**src/core/timer_group_defs.svh**
```systemverilog
// Register map, register widths, reset values and timing figures of the timer group.
// Assumes a 100 MHz pclk; included by the timer group top and the bench.
`ifndef TIMER_GROUP_DEFS_SVH
`define TIMER_GROUP_DEFS_SVH

`define PCLK_NS         10
`define MS_NS           1000000
`define WAKE_BASE_MS    125
`define WAKE_SEL_MAX    3'h6
`define BUSWD_SHORT_MS  4000
`define BUSWD_LONG_MS   8000
`define RTC_US_PER_SEC  20'hF423F
`define RTC_SEC_MAX     6'h3B
`define RTC_MIN_MAX     6'h3B
`define RTC_HOUR_MAX    5'h17
`define WINDOWED_WATCHDOG_KEY        32'h0000A5C3

`define OFF_CTRL        12'h000
`define OFF_STATUS      12'h004
`define OFF_RTC_DIV     12'h008
`define OFF_RTC_TIME    12'h00C
`define OFF_RTC_ALARM   12'h010
`define OFF_WINDOWED_WATCHDOG_DIV    12'h014
`define OFF_WINDOWED_WATCHDOG_PERIOD 12'h018
`define OFF_WINDOWED_WATCHDOG_WINDOW 12'h01C
`define OFF_WINDOWED_WATCHDOG_KICK   12'h020
`define OFF_GT0_LOAD    12'h024
`define OFF_GT0_DIV     12'h028
`define OFF_GT0_COUNT   12'h02C
`define OFF_GT1_LOAD    12'h030
`define OFF_GT1_DIV     12'h034
`define OFF_GT1_COUNT   12'h038
`define GT_STRIDE       12'h00C

`define CTRL_W          15
`define FLAGS_W         6
`define CTRL_RESET      15'h0000
`define WINDOWED_WATCHDOG_PERIOD_RST 24'hFFFFFF
`define WINDOWED_WATCHDOG_WINDOW_RST 24'hFFFFFF

`endif

```
**src/core/timer_group_pkg.sv**
```systemverilog
// Types shared by the timer group: control word, status flags,
// calendar layout and watchdog states. Offsets live in the defs header.
package timer_group_pkg;

  typedef struct packed {
    logic       gt1_ie;
    logic       gt1_en;
    logic       gt0_ie;
    logic       gt0_en;
    logic       windowed_watchdog_ie;
    logic       windowed_watchdog_win_en;
    logic       windowed_watchdog_clk_sel;
    logic       windowed_watchdog_en;
    logic       rtc_alarm_ie;
    logic       rtc_en;
    logic [2:0] wake_sel;
    logic       wake_en;
    logic       bus_wd_long;
  } ctrl_t;

  typedef struct packed {
    logic windowed_watchdog_fault;
    logic gt1_zero;
    logic gt0_zero;
    logic windowed_watchdog_warn;
    logic rtc_alarm;
    logic wake;
  } flags_t;

  typedef struct packed {
    logic [6:0] day;
    logic [4:0] hour;
    logic [5:0] min;
    logic [5:0] sec;
  } rtc_time_t;

  typedef enum logic [1:0] {
    WD_OFF  = 2'b00,
    WD_RUN  = 2'b01,
    WD_TRIP = 2'b10
  } wd_state_t;

endpackage : timer_group_pkg

```
**src/core/timer_group.sv**
```systemverilog
// Timer group: bus watchdog, wake-up timer, calendar clock, windowed
// watchdog and two general count-down timers behind an APB slave.
// Assumes pclk at 100 MHz; the two slow clocks arrive as asynchronous pins.
`timescale 1ns/100ps
`include "timer_group_defs.svh"

// Function
// - Reset device after 4 or 8 s without access
// - Periodic wake, 125 ms to 8 s
// - 24-bit clock reachable on the bus
// - Clock from free-running clock, divider up to 65536
// - Clock counts seconds to days since enable
// - Alarm match raises enabled interrupt
// - Watchdog expiry forces power-on reset
// - Watchdog clock selectable, divider up to 65536
// - Restart accepted only inside window
// - Watchdog interrupt enable and full disable
// - Watchdog usable for interval or wake
// - Two 24-bit general timers on the bus
// - Timers count down, divider up to 32768
// - Timer interrupt at zero when enabled
module timer_group #(
  parameter int MS_CYCLES = `MS_NS / `PCLK_NS,
  parameter int GT_WIDTH  = 24,
  parameter int GT_DIV_W  = 15
) (
  // APB slave
  input  wire logic        pclk,
  input  wire logic        presetn,
  input  wire logic        psel,
  input  wire logic        penable,
  input  wire logic        pwrite,
  input  wire logic [11:0] paddr,
  input  wire logic [31:0] pwdata,
  output logic      [31:0] prdata,
  output logic             pready,
  output logic             pslverr,
  // Slow clock pins and bus activity
  input  wire logic        free_running_clock,
  input  wire logic        ring_oscillator_clock,
  input  wire logic        analog_front_end_access,
  // Events to the system
  output logic             afe_wd_reset,
  output logic             windowed_watchdog_por_req,
  output logic             wake_pulse,
  output logic             rtc_irq,
  output logic             windowed_watchdog_irq,
  output logic [1:0]       gt_irq
);

  if (MS_CYCLES < 2 || GT_WIDTH != 24 || GT_DIV_W < 1 || GT_DIV_W > 15) begin : g_bad
    $error("timer_group: unsupported parameter");
  end

  localparam int MSW = $clog2(MS_CYCLES);

  function automatic logic [15:0] div_step(input logic [15:0] cnt,
                                           input logic [15:0] ratio,
                                           input logic        tick);
    if (!tick) return cnt;
    return (cnt == ratio) ? 16'h0000 : cnt + 16'h0001;
  endfunction : div_step

  // Register state
  timer_group_pkg::ctrl_t     ctrl,   next_ctrl;
  timer_group_pkg::flags_t    flags,  next_flags;
  timer_group_pkg::rtc_time_t alarm,  next_alarm;
  logic [15:0]                rtc_div, next_rtc_div;
  logic [15:0]                wd_div,  next_wd_div;
  logic [23:0]                wd_period, next_wd_period;
  logic [23:0]                wd_window, next_wd_window;
  logic [GT_WIDTH-1:0]        gt_load [2];
  logic [GT_WIDTH-1:0]        next_gt_load [2];
  logic [GT_DIV_W-1:0]        gt_div [2];
  logic [GT_DIV_W-1:0]        next_gt_div [2];
  logic [31:0]                next_prdata;
  timer_group_pkg::flags_t    set;
  logic                       wr;
  logic                       kick;
  logic                       mapped;

  // Engine state
  logic [2:0]                 sync_fr, sync_ro;
  logic [1:0]                 filt, filt_d, next_filt;
  logic [1:0]                 edge_tick;
  logic [MSW-1:0]             ms_cnt, next_ms_cnt;
  logic                       ms_tick;
  logic [13:0]                idle_ms, next_idle_ms;
  logic                       next_afe_wd_reset;
  logic [13:0]                wake_ms, next_wake_ms;
  logic [13:0]                wake_lim;
  logic [2:0]                 wsel;
  logic                       next_wake_pulse;
  logic [15:0]                rtc_pre, next_rtc_pre;
  logic [19:0]                usec, next_usec;
  timer_group_pkg::rtc_time_t tod, next_tod;
  logic                       us_tick;
  logic                       rtc_set;
  timer_group_pkg::wd_state_t wd_state, next_wd_state;
  logic [15:0]                wd_pre, next_wd_pre;
  logic [23:0]                wd_count, next_wd_count;
  logic                       wd_tick;
  logic                       wd_warn, wd_fault;
  logic [GT_WIDTH-1:0]        gt_count [2];
  logic [1:0]                 gt_zero;

  assign wr     = psel && penable && pwrite;
  assign kick   = wr && (paddr == `OFF_WINDOWED_WATCHDOG_KICK) && (pwdata == `WINDOWED_WATCHDOG_KEY);
  assign pready = 1'b1;
  assign pslverr = psel && penable && !mapped;

  always_comb begin
    case (paddr)
      `OFF_CTRL, `OFF_STATUS, `OFF_RTC_DIV, `OFF_RTC_TIME, `OFF_RTC_ALARM,
      `OFF_WINDOWED_WATCHDOG_DIV, `OFF_WINDOWED_WATCHDOG_PERIOD, `OFF_WINDOWED_WATCHDOG_WINDOW, `OFF_WINDOWED_WATCHDOG_KICK,
      `OFF_GT0_LOAD, `OFF_GT0_DIV, `OFF_GT0_COUNT,
      `OFF_GT1_LOAD, `OFF_GT1_DIV, `OFF_GT1_COUNT: mapped = 1'b1;
      default: mapped = 1'b0;
    endcase
  end

  // Register writes, status flags and read data
  always_comb begin
    next_ctrl      = ctrl;
    next_alarm     = alarm;
    next_rtc_div   = rtc_div;
    next_wd_div    = wd_div;
    next_wd_period = wd_period;
    next_wd_window = wd_window;
    next_gt_load   = gt_load;
    next_gt_div    = gt_div;
    next_prdata    = prdata;
    set            = '{windowed_watchdog_fault: wd_fault, gt1_zero: gt_zero[1],
                       gt0_zero: gt_zero[0], windowed_watchdog_warn: wd_warn,
                       rtc_alarm: rtc_set, wake: next_wake_pulse};
    next_flags     = flags;
    if (wr) begin
      case (paddr)
        `OFF_CTRL:        next_ctrl      = pwdata[`CTRL_W-1:0];
        `OFF_STATUS:      next_flags     = flags & ~pwdata[`FLAGS_W-1:0];
        `OFF_RTC_DIV:     next_rtc_div   = pwdata[15:0];
        `OFF_RTC_ALARM:   next_alarm     = pwdata[23:0];
        `OFF_WINDOWED_WATCHDOG_DIV:    next_wd_div    = pwdata[15:0];
        `OFF_WINDOWED_WATCHDOG_PERIOD: next_wd_period = pwdata[23:0];
        `OFF_WINDOWED_WATCHDOG_WINDOW: next_wd_window = pwdata[23:0];
        `OFF_GT0_LOAD:    next_gt_load[0] = pwdata[GT_WIDTH-1:0];
        `OFF_GT0_DIV:     next_gt_div[0]  = pwdata[GT_DIV_W-1:0];
        `OFF_GT1_LOAD:    next_gt_load[1] = pwdata[GT_WIDTH-1:0];
        `OFF_GT1_DIV:     next_gt_div[1]  = pwdata[GT_DIV_W-1:0];
        default: ;
      endcase
    end
    // A new event beats a clear in the same cycle
    next_flags = next_flags | set;
    if (psel && !penable && !pwrite) begin
      case (paddr)
        `OFF_CTRL:        next_prdata = {17'h00000, ctrl};
        `OFF_STATUS:      next_prdata = {26'h0000000, flags};
        `OFF_RTC_DIV:     next_prdata = {16'h0000, rtc_div};
        `OFF_RTC_TIME:    next_prdata = {8'h00, tod};
        `OFF_RTC_ALARM:   next_prdata = {8'h00, alarm};
        `OFF_WINDOWED_WATCHDOG_DIV:    next_prdata = {16'h0000, wd_div};
        `OFF_WINDOWED_WATCHDOG_PERIOD: next_prdata = {8'h00, wd_period};
        `OFF_WINDOWED_WATCHDOG_WINDOW: next_prdata = {8'h00, wd_window};
        `OFF_WINDOWED_WATCHDOG_KICK:   next_prdata = {8'h00, wd_count};
        `OFF_GT0_LOAD:    next_prdata = {8'h00, gt_load[0]};
        `OFF_GT0_DIV:     next_prdata = {17'h00000, gt_div[0]};
        `OFF_GT0_COUNT:   next_prdata = {8'h00, gt_count[0]};
        `OFF_GT1_LOAD:    next_prdata = {8'h00, gt_load[1]};
        `OFF_GT1_DIV:     next_prdata = {17'h00000, gt_div[1]};
        `OFF_GT1_COUNT:   next_prdata = {8'h00, gt_count[1]};
        default:          next_prdata = 32'h00000000;
      endcase
    end
  end

  always_ff @(posedge pclk or negedge presetn) begin
    if (!presetn) begin
      ctrl      <= `CTRL_RESET;
      flags     <= '0;
      alarm     <= '0;
      rtc_div   <= '0;
      wd_div    <= '0;
      wd_period <= `WINDOWED_WATCHDOG_PERIOD_RST;
      wd_window <= `WINDOWED_WATCHDOG_WINDOW_RST;
      gt_load   <= '{default: '0};
      gt_div    <= '{default: '0};
      prdata    <= '0;
    end else begin
      ctrl      <= next_ctrl;
      flags     <= next_flags;
      alarm     <= next_alarm;
      rtc_div   <= next_rtc_div;
      wd_div    <= next_wd_div;
      wd_period <= next_wd_period;
      wd_window <= next_wd_window;
      gt_load   <= next_gt_load;
      gt_div    <= next_gt_div;
      prdata    <= next_prdata;
    end
  end

  assign rtc_irq  = flags.rtc_alarm & ctrl.rtc_alarm_ie;
  assign windowed_watchdog_irq = flags.windowed_watchdog_warn & ctrl.windowed_watchdog_ie;
  assign gt_irq   = {flags.gt1_zero & ctrl.gt1_ie,
                     flags.gt0_zero & ctrl.gt0_ie};

  // Slow clocks: a rising edge counts once the second and third stages agree
  assign edge_tick = filt & ~filt_d;
  always_comb begin
    next_filt[0] = (sync_fr[1] == sync_fr[2]) ? sync_fr[2] : filt[0];
    next_filt[1] = (sync_ro[1] == sync_ro[2]) ? sync_ro[2] : filt[1];
  end

  // Millisecond base, bus watchdog and wake-up timer
  assign ms_tick  = (ms_cnt == MSW'(MS_CYCLES - 1));
  assign wsel     = (ctrl.wake_sel > `WAKE_SEL_MAX) ? `WAKE_SEL_MAX : ctrl.wake_sel;
  assign wake_lim = 14'(`WAKE_BASE_MS) << wsel;
  always_comb begin
    next_ms_cnt       = ms_tick ? '0 : ms_cnt + 1'b1;
    next_idle_ms      = idle_ms;
    next_afe_wd_reset = afe_wd_reset;
    if (analog_front_end_access) begin
      next_idle_ms = '0;
    end else if (ms_tick) begin
      next_idle_ms = idle_ms + 14'h0001;
      if (next_idle_ms >= (ctrl.bus_wd_long ? 14'(`BUSWD_LONG_MS)
                                            : 14'(`BUSWD_SHORT_MS))) begin
        next_afe_wd_reset = 1'b1;
      end
    end
    next_wake_ms    = wake_ms;
    next_wake_pulse = 1'b0;
    if (!ctrl.wake_en) begin
      next_wake_ms = '0;
    end else if (ms_tick) begin
      next_wake_ms = wake_ms + 14'h0001;
      if (next_wake_ms >= wake_lim) begin
        next_wake_ms    = '0;
        next_wake_pulse = 1'b1;
      end
    end
  end

  // Calendar clock on the free-running clock
  assign us_tick = ctrl.rtc_en && edge_tick[0] && (rtc_pre == rtc_div);
  always_comb begin
    next_rtc_pre = div_step(rtc_pre, rtc_div, ctrl.rtc_en && edge_tick[0]);
    next_usec    = usec;
    next_tod     = tod;
    rtc_set      = 1'b0;
    if (!ctrl.rtc_en) begin
      // Counting starts from zero at each enable
      next_rtc_pre = '0;
      next_usec    = '0;
      next_tod     = '0;
    end else if (us_tick) begin
      next_usec = (usec == `RTC_US_PER_SEC) ? 20'h00000 : usec + 20'h00001;
      if (usec == `RTC_US_PER_SEC) begin
        next_tod.sec = tod.sec + 6'h01;
        if (tod.sec == `RTC_SEC_MAX) begin
          next_tod.sec = '0;
          next_tod.min = tod.min + 6'h01;
          if (tod.min == `RTC_MIN_MAX) begin
            next_tod.min  = '0;
            next_tod.hour = tod.hour + 5'h01;
            if (tod.hour == `RTC_HOUR_MAX) begin
              next_tod.hour = '0;
              next_tod.day  = tod.day + 7'h01;
            end
          end
        end
        rtc_set = (next_tod == alarm);
      end
    end
  end

  // Windowed watchdog
  assign wd_tick = edge_tick[ctrl.windowed_watchdog_clk_sel] && (wd_pre == wd_div);
  assign windowed_watchdog_por_req = (wd_state == timer_group_pkg::WD_TRIP);
  always_comb begin
    next_wd_state = wd_state;
    next_wd_pre   = wd_pre;
    next_wd_count = wd_count;
    wd_warn       = 1'b0;
    wd_fault      = 1'b0;
    case (wd_state)
      timer_group_pkg::WD_OFF: begin
        next_wd_pre   = '0;
        next_wd_count = wd_period;
        if (ctrl.windowed_watchdog_en) begin
          next_wd_state = timer_group_pkg::WD_RUN;
        end
      end
      timer_group_pkg::WD_RUN: begin
        next_wd_pre = div_step(wd_pre, wd_div, edge_tick[ctrl.windowed_watchdog_clk_sel]);
        if (!ctrl.windowed_watchdog_en) begin
          next_wd_state = timer_group_pkg::WD_OFF;
        end else if (kick) begin
          if (ctrl.windowed_watchdog_win_en && wd_count > wd_window) begin
            wd_fault      = 1'b1;
            next_wd_state = timer_group_pkg::WD_TRIP;
          end else begin
            next_wd_pre   = '0;
            next_wd_count = wd_period;
          end
        end else if (wd_tick) begin
          if (wd_count == 24'h000000) begin
            next_wd_state = timer_group_pkg::WD_TRIP;
          end else begin
            next_wd_count = wd_count - 24'h000001;
            // Window opening doubles as interval or wake event
            wd_warn = (next_wd_count == wd_window);
          end
        end
      end
      timer_group_pkg::WD_TRIP: ;
      default: next_wd_state = timer_group_pkg::WD_OFF;
    endcase
  end

  always_ff @(posedge pclk or negedge presetn) begin
    if (!presetn) begin
      sync_fr      <= '0;
      sync_ro      <= '0;
      filt         <= '0;
      filt_d       <= '0;
      ms_cnt       <= '0;
      idle_ms      <= '0;
      afe_wd_reset <= 1'b0;
      wake_ms      <= '0;
      wake_pulse   <= 1'b0;
      rtc_pre      <= '0;
      usec         <= '0;
      tod          <= '0;
      wd_state     <= timer_group_pkg::WD_OFF;
      wd_pre       <= '0;
      wd_count     <= '0;
    end else begin
      sync_fr      <= {sync_fr[1:0], free_running_clock};
      sync_ro      <= {sync_ro[1:0], ring_oscillator_clock};
      filt         <= next_filt;
      filt_d       <= filt;
      ms_cnt       <= next_ms_cnt;
      idle_ms      <= next_idle_ms;
      afe_wd_reset <= next_afe_wd_reset;
      wake_ms      <= next_wake_ms;
      wake_pulse   <= next_wake_pulse;
      rtc_pre      <= next_rtc_pre;
      usec         <= next_usec;
      tod          <= next_tod;
      wd_state     <= next_wd_state;
      wd_pre       <= next_wd_pre;
      wd_count     <= next_wd_count;
    end
  end

  // General timers
  for (genvar g = 0; g < 2; g++) begin : g_gt
    down_counter #(
      .WIDTH (GT_WIDTH),
      .DIV_W (GT_DIV_W)
    ) u_gt (
      .pclk    (pclk),
      .presetn (presetn),
      .enable  (g == 0 ? ctrl.gt0_en : ctrl.gt1_en),
      .div     (gt_div[g]),
      .load    (gt_load[g]),
      .count   (gt_count[g]),
      .zero    (gt_zero[g])
    );
  end

endmodule : timer_group

```
**src/core/down_counter.sv**
```systemverilog
// One general count-down timer with its own prescaler.
// Assumes enable, divider and load value come from same-clock registers.
`timescale 1ns/100ps
module down_counter #(
  parameter int WIDTH = 24,
  parameter int DIV_W = 15
) (
  // Clock and reset
  input  wire logic             pclk,
  input  wire logic             presetn,
  // Control
  input  wire logic             enable,
  input  wire logic [DIV_W-1:0] div,
  input  wire logic [WIDTH-1:0] load,
  // State
  output logic      [WIDTH-1:0] count,
  output logic                  zero
);

  if (WIDTH < 1 || WIDTH > 32 || DIV_W < 1 || DIV_W > 16) begin : g_bad
    $error("down_counter: unsupported width");
  end

  logic [DIV_W-1:0] pre;
  logic [DIV_W-1:0] next_pre;
  logic [WIDTH-1:0] next_count;
  logic             next_zero;
  logic             tick;

  always_comb begin
    tick       = enable && (pre == div);
    next_pre   = pre;
    next_count = count;
    if (!enable) begin
      next_pre   = '0;
      next_count = load;
    end else begin
      next_pre = tick ? '0 : pre + 1'b1;
      if (tick) begin
        // Periodic: a zero count picks up the start value again
        next_count = (count == '0) ? load : count - 1'b1;
      end
    end
    next_zero = tick && (next_count == '0);
  end

  always_ff @(posedge pclk or negedge presetn) begin
    if (!presetn) begin
      pre   <= '0;
      count <= '0;
      zero  <= 1'b0;
    end else begin
      pre   <= next_pre;
      count <= next_count;
      zero  <= next_zero;
    end
  end

endmodule : down_counter

```
**config.mk**
```make
export PLATFORM = sky130hd
export DESIGN_NAME = timer_group
export DESIGN_NICKNAME = d
export VERILOG_FILES = /design/src/core/timer_group_pkg.sv /design/src/core/timer_group.sv /design/src/core/down_counter.sv
export VERILOG_INCLUDE_DIRS = /design/src /design/src/core
export SDC_FILE = /design/constraint.sdc
export NUM_CORES = 1
export LEC_CHECK = 0
export BUFFER_PORTS_ARGS = -buffer_cell sky130_fd_sc_hd__buf_2
export CAP_MARGIN = 15
export CORE_ASPECT_RATIO = 0.5
export CORE_MARGIN = 2
export CORE_UTILIZATION = 30
export CTS_BUF_LIST = sky130_fd_sc_hd__clkbuf_4 sky130_fd_sc_hd__clkbuf_8
export CTS_CLUSTER_DIAMETER = 30
export CTS_CLUSTER_SIZE = 30
export DETAILED_ROUTE_END_ITERATION = 7
export PLACE_DENSITY_LB_ADDON = 0.12
export SETUP_SLACK_MARGIN = 0.5
export SLEW_MARGIN = 20
export SYNTH_ARGS = -nofsm -noshare
export SYNTH_HDL_FRONTEND = slang
export SYNTH_SLANG_ARGS = --single-unit
```
**constraint.sdc**
```tcl
create_clock -name pclk -period 6.4 [get_ports pclk]
set_clock_uncertainty 0.05 [all_clocks]
set_input_delay 1.28 -clock pclk [delete_from_list [all_inputs] [get_ports pclk]]
set_output_delay 1.28 -clock pclk [all_outputs]
set_load 0.03 [all_outputs]
```
Word level (Yosys, flattened, before mapping). Memory sizes are Yosys's and may differ from the RTL's. Cells that the tools add are included. Widths: inputs -> output; s select.

$add $sub $neg: 15. Order comparisons: 5. Equality and inequality tests: 42. Shifts and indexed selects: 1. Mux-type cells: 76. Bitwise gates (word level): 11. Reduce and logical (&&, ||, !) cells: 42.

Operators with widths (number): $mux 24 (18); $pmux 24 s15 (1); $mux 16 (9); $logic_not 24->1 (5); $eq 12x6->1 const B (7); $sub 24x1->24 const B (3); $mux 14 (5); $mux 15 (4); $mux 20 (3); $eq 12x5->1 const B (4); $eq 24x24->1 (2); $pmux 24 s2 (1); $add 16x1->16 const B (2); $eq 16x16->1 (2); $eq 32x16->1 const B (1); $pmux 16 s2 (1); $add 15x1->15 const B (2); $eq 15x15->1 (2); $add 14x1->14 const B (2); $eq 12x4->1 const B (2); $gt 24x24->1 (1); $reduce_and 2->1 (11); $add 20x1->20 const B (1); $eq 20x20->1 const B (1); 44 further kinds (102).

Register bits after elaboration: 474. Memory bits (read-only): 64. Bits of input ports: 52. Output and inout port bits: 41. Logic and storage cells: 250. Memories kept: 1.

Memories: (no name shown) (depth 64, bits a word 1, read ports 1, clocked after Yosys merged registers in 0, write ports 0, RTL line timer_group.sv:113) `case (paddr)`.

Depth between registers and ports, before layout.
Word-level depth: 12. Depth in mapped cells: 17. Mapped depth without buffers: 16.

Cells and area by module. A second synthesis with hierarchy kept.

Cells, all modules: 2736. Area total of the unflattened synthesis: 26808.2 µm².

Modules (own cells, without submodules): timer_group (times used 1, cells each 2136, area an instance 21535.7 µm², seq. area each 9719.3 µm²); down_counter (times used 2, cells each 300, area an instance 2636.3 µm², seq. area each 1001.0 µm²).

Worst setup path before layout. Ideal clock, no wire load.

Kind: input to register. Start point: input port paddr[1]. End point: register wd_div[10]. Setup time: 125 ps. Data arrival time: 3904 ps. Data required time: 6225 ps. Slack: 2321 ps. Stages: 8. Buffers on the path: 2. Cell sequence: nor4_1 -> nand2_1 -> clkbuf_1 -> nor3b_1 -> nand2_1 -> nor2_1 -> clkbuf_1 -> mux2_2.

Word-level cells in the longest chain between the ends: 2.

RTL lines: start, declared (RTL line timer_group.sv:33) `input wire logic [11:0] paddr,`; $eq 12x5->1 (RTL line timer_group.sv:138) `case (paddr)`; $reduce_and 2->1 (no source line); end signal, assigned (RTL line timer_group.sv:194) `wd_div <= next_wd_div;`; end, declared (RTL line timer_group.sv:69) `logic [15:0] wd_div, next_wd_div;`.

No other way between the ends. A chain may end at the register's enable or synchronous reset.

Final worst setup path.
Start point: input port paddr[5]. End point: output port pslverr.

Word-level cells in the longest chain between the ends: 4.

RTL lines: $mem_v2 64x1; $mux 1 (RTL line timer_group.sv:113); $logic_not 1->1 (RTL line timer_group.sv:110) `assign pslverr = psel && penable && !mapped;`; $logic_and 1x1->1 (RTL line timer_group.sv:110); end, declared (RTL line timer_group.sv:37) `output logic pslverr,`.

No other way between the ends.

==> results.cfg <==
[critical_path]
slowest_stage = buf_4
crit_arrival_ns = 3.06
critPathCapture = pslverr
cpPeakStageDelay_ns = 0.57
r2r_end = g_gt[1].u_gt.zero
startpoint = paddr[5]
worstPathMaxFanout = 46
required_ns = 5.07
r2r-start = g_gt[1].u_gt.count[7]
worstPathCellList = buf_2 > buf_4 > nand2_1 > nor2_1 > o211a_1 > buf_2
path_common_cell = buf_2
path_class = in2out
rrSetupSlack_ns = 2.04
cp-end-kind = output pin
r2r_cells = 8
crit_path_start_kind = input port

[clock_network]
clockBufferDepth = 3
cts_tree = built
clkSlewWorstSetupHoldPaths_ns = 0.06
ctsRootBufferMaster = clkbuf_8
cts_buffers = 103
cts.sinks = 466
ctsResizeCount = 0
hold_buffers = 0
cts_max_level = 3
post_cts_buffers = 0
clock_latency_ns = 0.81

[die]
core_area_um2 = 88200
rows = 77
die_y_um = 215
design.die.area_um2 = 91500
start_util = 0.302
ios = 93
die_w_um = 426

[sta]
fmax_ghz = 0.228
finalSetupViolations = 0
whs_ns = 0.298
rsz0062_at_grt = false
hold_viol = 0
max_slew_margin = 0.238
maxSlewViolCount = 0
post-route-period-util = 0.686
tns_ns = 0
worst_pin_slew_ns = 1.14
fin_crit_ns = 4.39

[power]
p_per_area_nw_per_um2 = 239
vdd_drop_max_mv = 0.125
cellLeakagePower_nw = 14.2

[synthesis]
seq_area_frac_synth = 0.439
syn_avg_cell_area_um2 = 9.73
synth.top_cell.area_share = 0.392
ys_ff_latch = 466
syn_inst = 2742
synth_enable_flop_cells = 0
post_synth_num_cell_types = 77
synthFlopType = dfrtp_1
synth_area_um2 = 26700
synth_area_leader_cell = dfrtp_1
synthTopCellsByArea = dfrtp_1 (39%), mux2_2 (8.2%), dfstp_2 (4.7%)
yosysWarnings = 0
async_reset_ff_frac = 1.00

[cells_and_area]
layout_common_cells = dfrtp_1 (418), nor2_1 (203), nand2_1 (203)
final_common_cell = dfrtp_1
area_growth_pct = 16.1
utilization = 0.351
nets = 2932
drive_gt1_frac = 0.212
fillers = 9066

[detailed_routing]
drt_first_pass_iters = 8
drtIter0Drc = 2618
dr_total_vias = 23100
final_antenna_net_count = 0
via_per_inst = 5.63
drt-total-wl_um = 109000
post_drt_wl_per_cell_um = 26.6
drc = 0

[place]
io_buffers = 83
dp_hpwl_um = 79500
gp_congestion = 0.990

[run_status]
outcome = finished clean

[grt]
grt.total_usage = 0.237
grt_max_degree = 139
grt_pass1_wl_um = 161000
met3_usage = 0.0515
first_global_vias = 22200
grt_overflow = 0
grt_use_met1 = 0.358
busiest_layer = met1
antenna_found_initial = 8
use_met2 = 0.335

[worst_hold_path]
whs_path_depth = 0
hold_path_class = reg2reg

[job]
cap_violations = 0
==> critical path: cells and delay by family <==
kind	cells	cell delay, ns
buffers and inverters	3	0.89
AND/OR/NAND/NOR	2	0.58
AO/OA/AOI/OAI	1	0.28
==> per-layer routing <==
layer / up-vias / share of wire
li1: 10300 / -
met1: 11700 / 0.48
met2: 945 / 0.41
met3: 169 / 0.076
met4: 4 / 0.028
met5: - / 0.00027
==> flip-flops by register name (all words and copies together) (netlist names), 6 cells and up <==
signal,cells
rtc_div,16
g_gt.u_gt.count,48
ms_cnt,17
tod,24
idle_ms,14
prdata,24
wd_div,16
rtc_pre,16
gt_div,30
wake_ms,14
alarm,24
wd_window,24
wd_count,24
flags,6
usec,20
gt_load,48
ctrl,15
wd_pre,16
g_gt.u_gt.pre,30
wd_period,24
==> synthesized netlist by cell type, types with 9 or more instances <==
cell type	count
a21o_1	32
a21oi_1	89
a221o_1	12
a221oi_1	31
a222oi_1	27
a22o_1	14
a22oi_1	40
a31oi_1	31
a32o_1	11
and2_1	19
and3_1	54
and4_1	11
buf_2	9
buf_4	9
clkbuf_1	142
dfrtp_1	418
dfstp_2	48
ha_1	60
inv_1	80
mux2_2	195
mux2i_1	18
nand2_1	204
nand2b_1	24
nand3_1	91
nand4_1	55
nor2_1	204
nor2b_1	20
nor3_1	82
nor3b_1	14
nor4_1	51
o211ai_1	9
o21ai_0	184
o31ai_1	31
or3_1	22
or4_1	24
xnor2_1	114
xor2_1	116
==> report_power, final <==
| part | internal [mW] | switching [mW] | total (mW) |
|---|---|---|---|
| combinational | 0.0738 | 0.252 | 0.326 |
| sequential | 2.97 | 0.0316 | 3.00 |
| clock | 2.40 | 1.66 | 4.06 |
| total | 5.44 | 1.95 | 7.39 |
==> cells by family after synthesis <==
group           after synthesis  synth area share
mux                         216            0.0916
xor+xnor                    230            0.0755
fa+ha+maj                    62            0.0289
buf+inv                     249            0.0370
other cells                   2          0.000282
flops                       466             0.439
simple gates                926             0.178
compound gates              591             0.149
==> layout make-up <==
type / instances / area, um^2 / share of cell area
Clock buffer: 132 / 1740 / 0.0562
Tap cell: 1185 / 1480 / 0.0479
Sequential cell: 466 / 11700 / 0.378
Clock inverter: 64 / 790 / 0.0255
Multi-Input combinational cell: 2035 / 14100 / 0.455
Timing Repair Buffer: 134 / 833 / 0.0269
Antenna cell: 3 / 7.51 / 0.000242
Inverter: 80 / 300 / 0.00969
==> how the worst min path moves through the flow <==
stage                           from          to  slack, ns
after detailed placement  sync_ro[0]  sync_ro[1]       0.30
final                     sync_fr[0]  sync_fr[1]       0.30
after global routing      sync_fr[0]  sync_fr[1]       0.31
after CTS                 sync_fr[0]  sync_fr[1]       0.31
after floorplan           sync_fr[0]  sync_fr[1]       0.28
after global placement    sync_fr[0]  sync_fr[1]       0.29
==> per-stage QoR <==
step	worst slack [ns]	area [um^2]	power, mW	std cells
6_report	2.01	31000	7.39	4099
5_1_grt	1.87	31000	7.66	4097
4_1_cts	2.00	31000	7.49	4096
3_5_place_dp	1.12	28400	3.38	3900
3_3_place_gp	1.32	28400	3.38	3900
2_1_floorplan	2.32	26700	3.18	2750
Note: power is estimated with default switching activity, not from simulation.
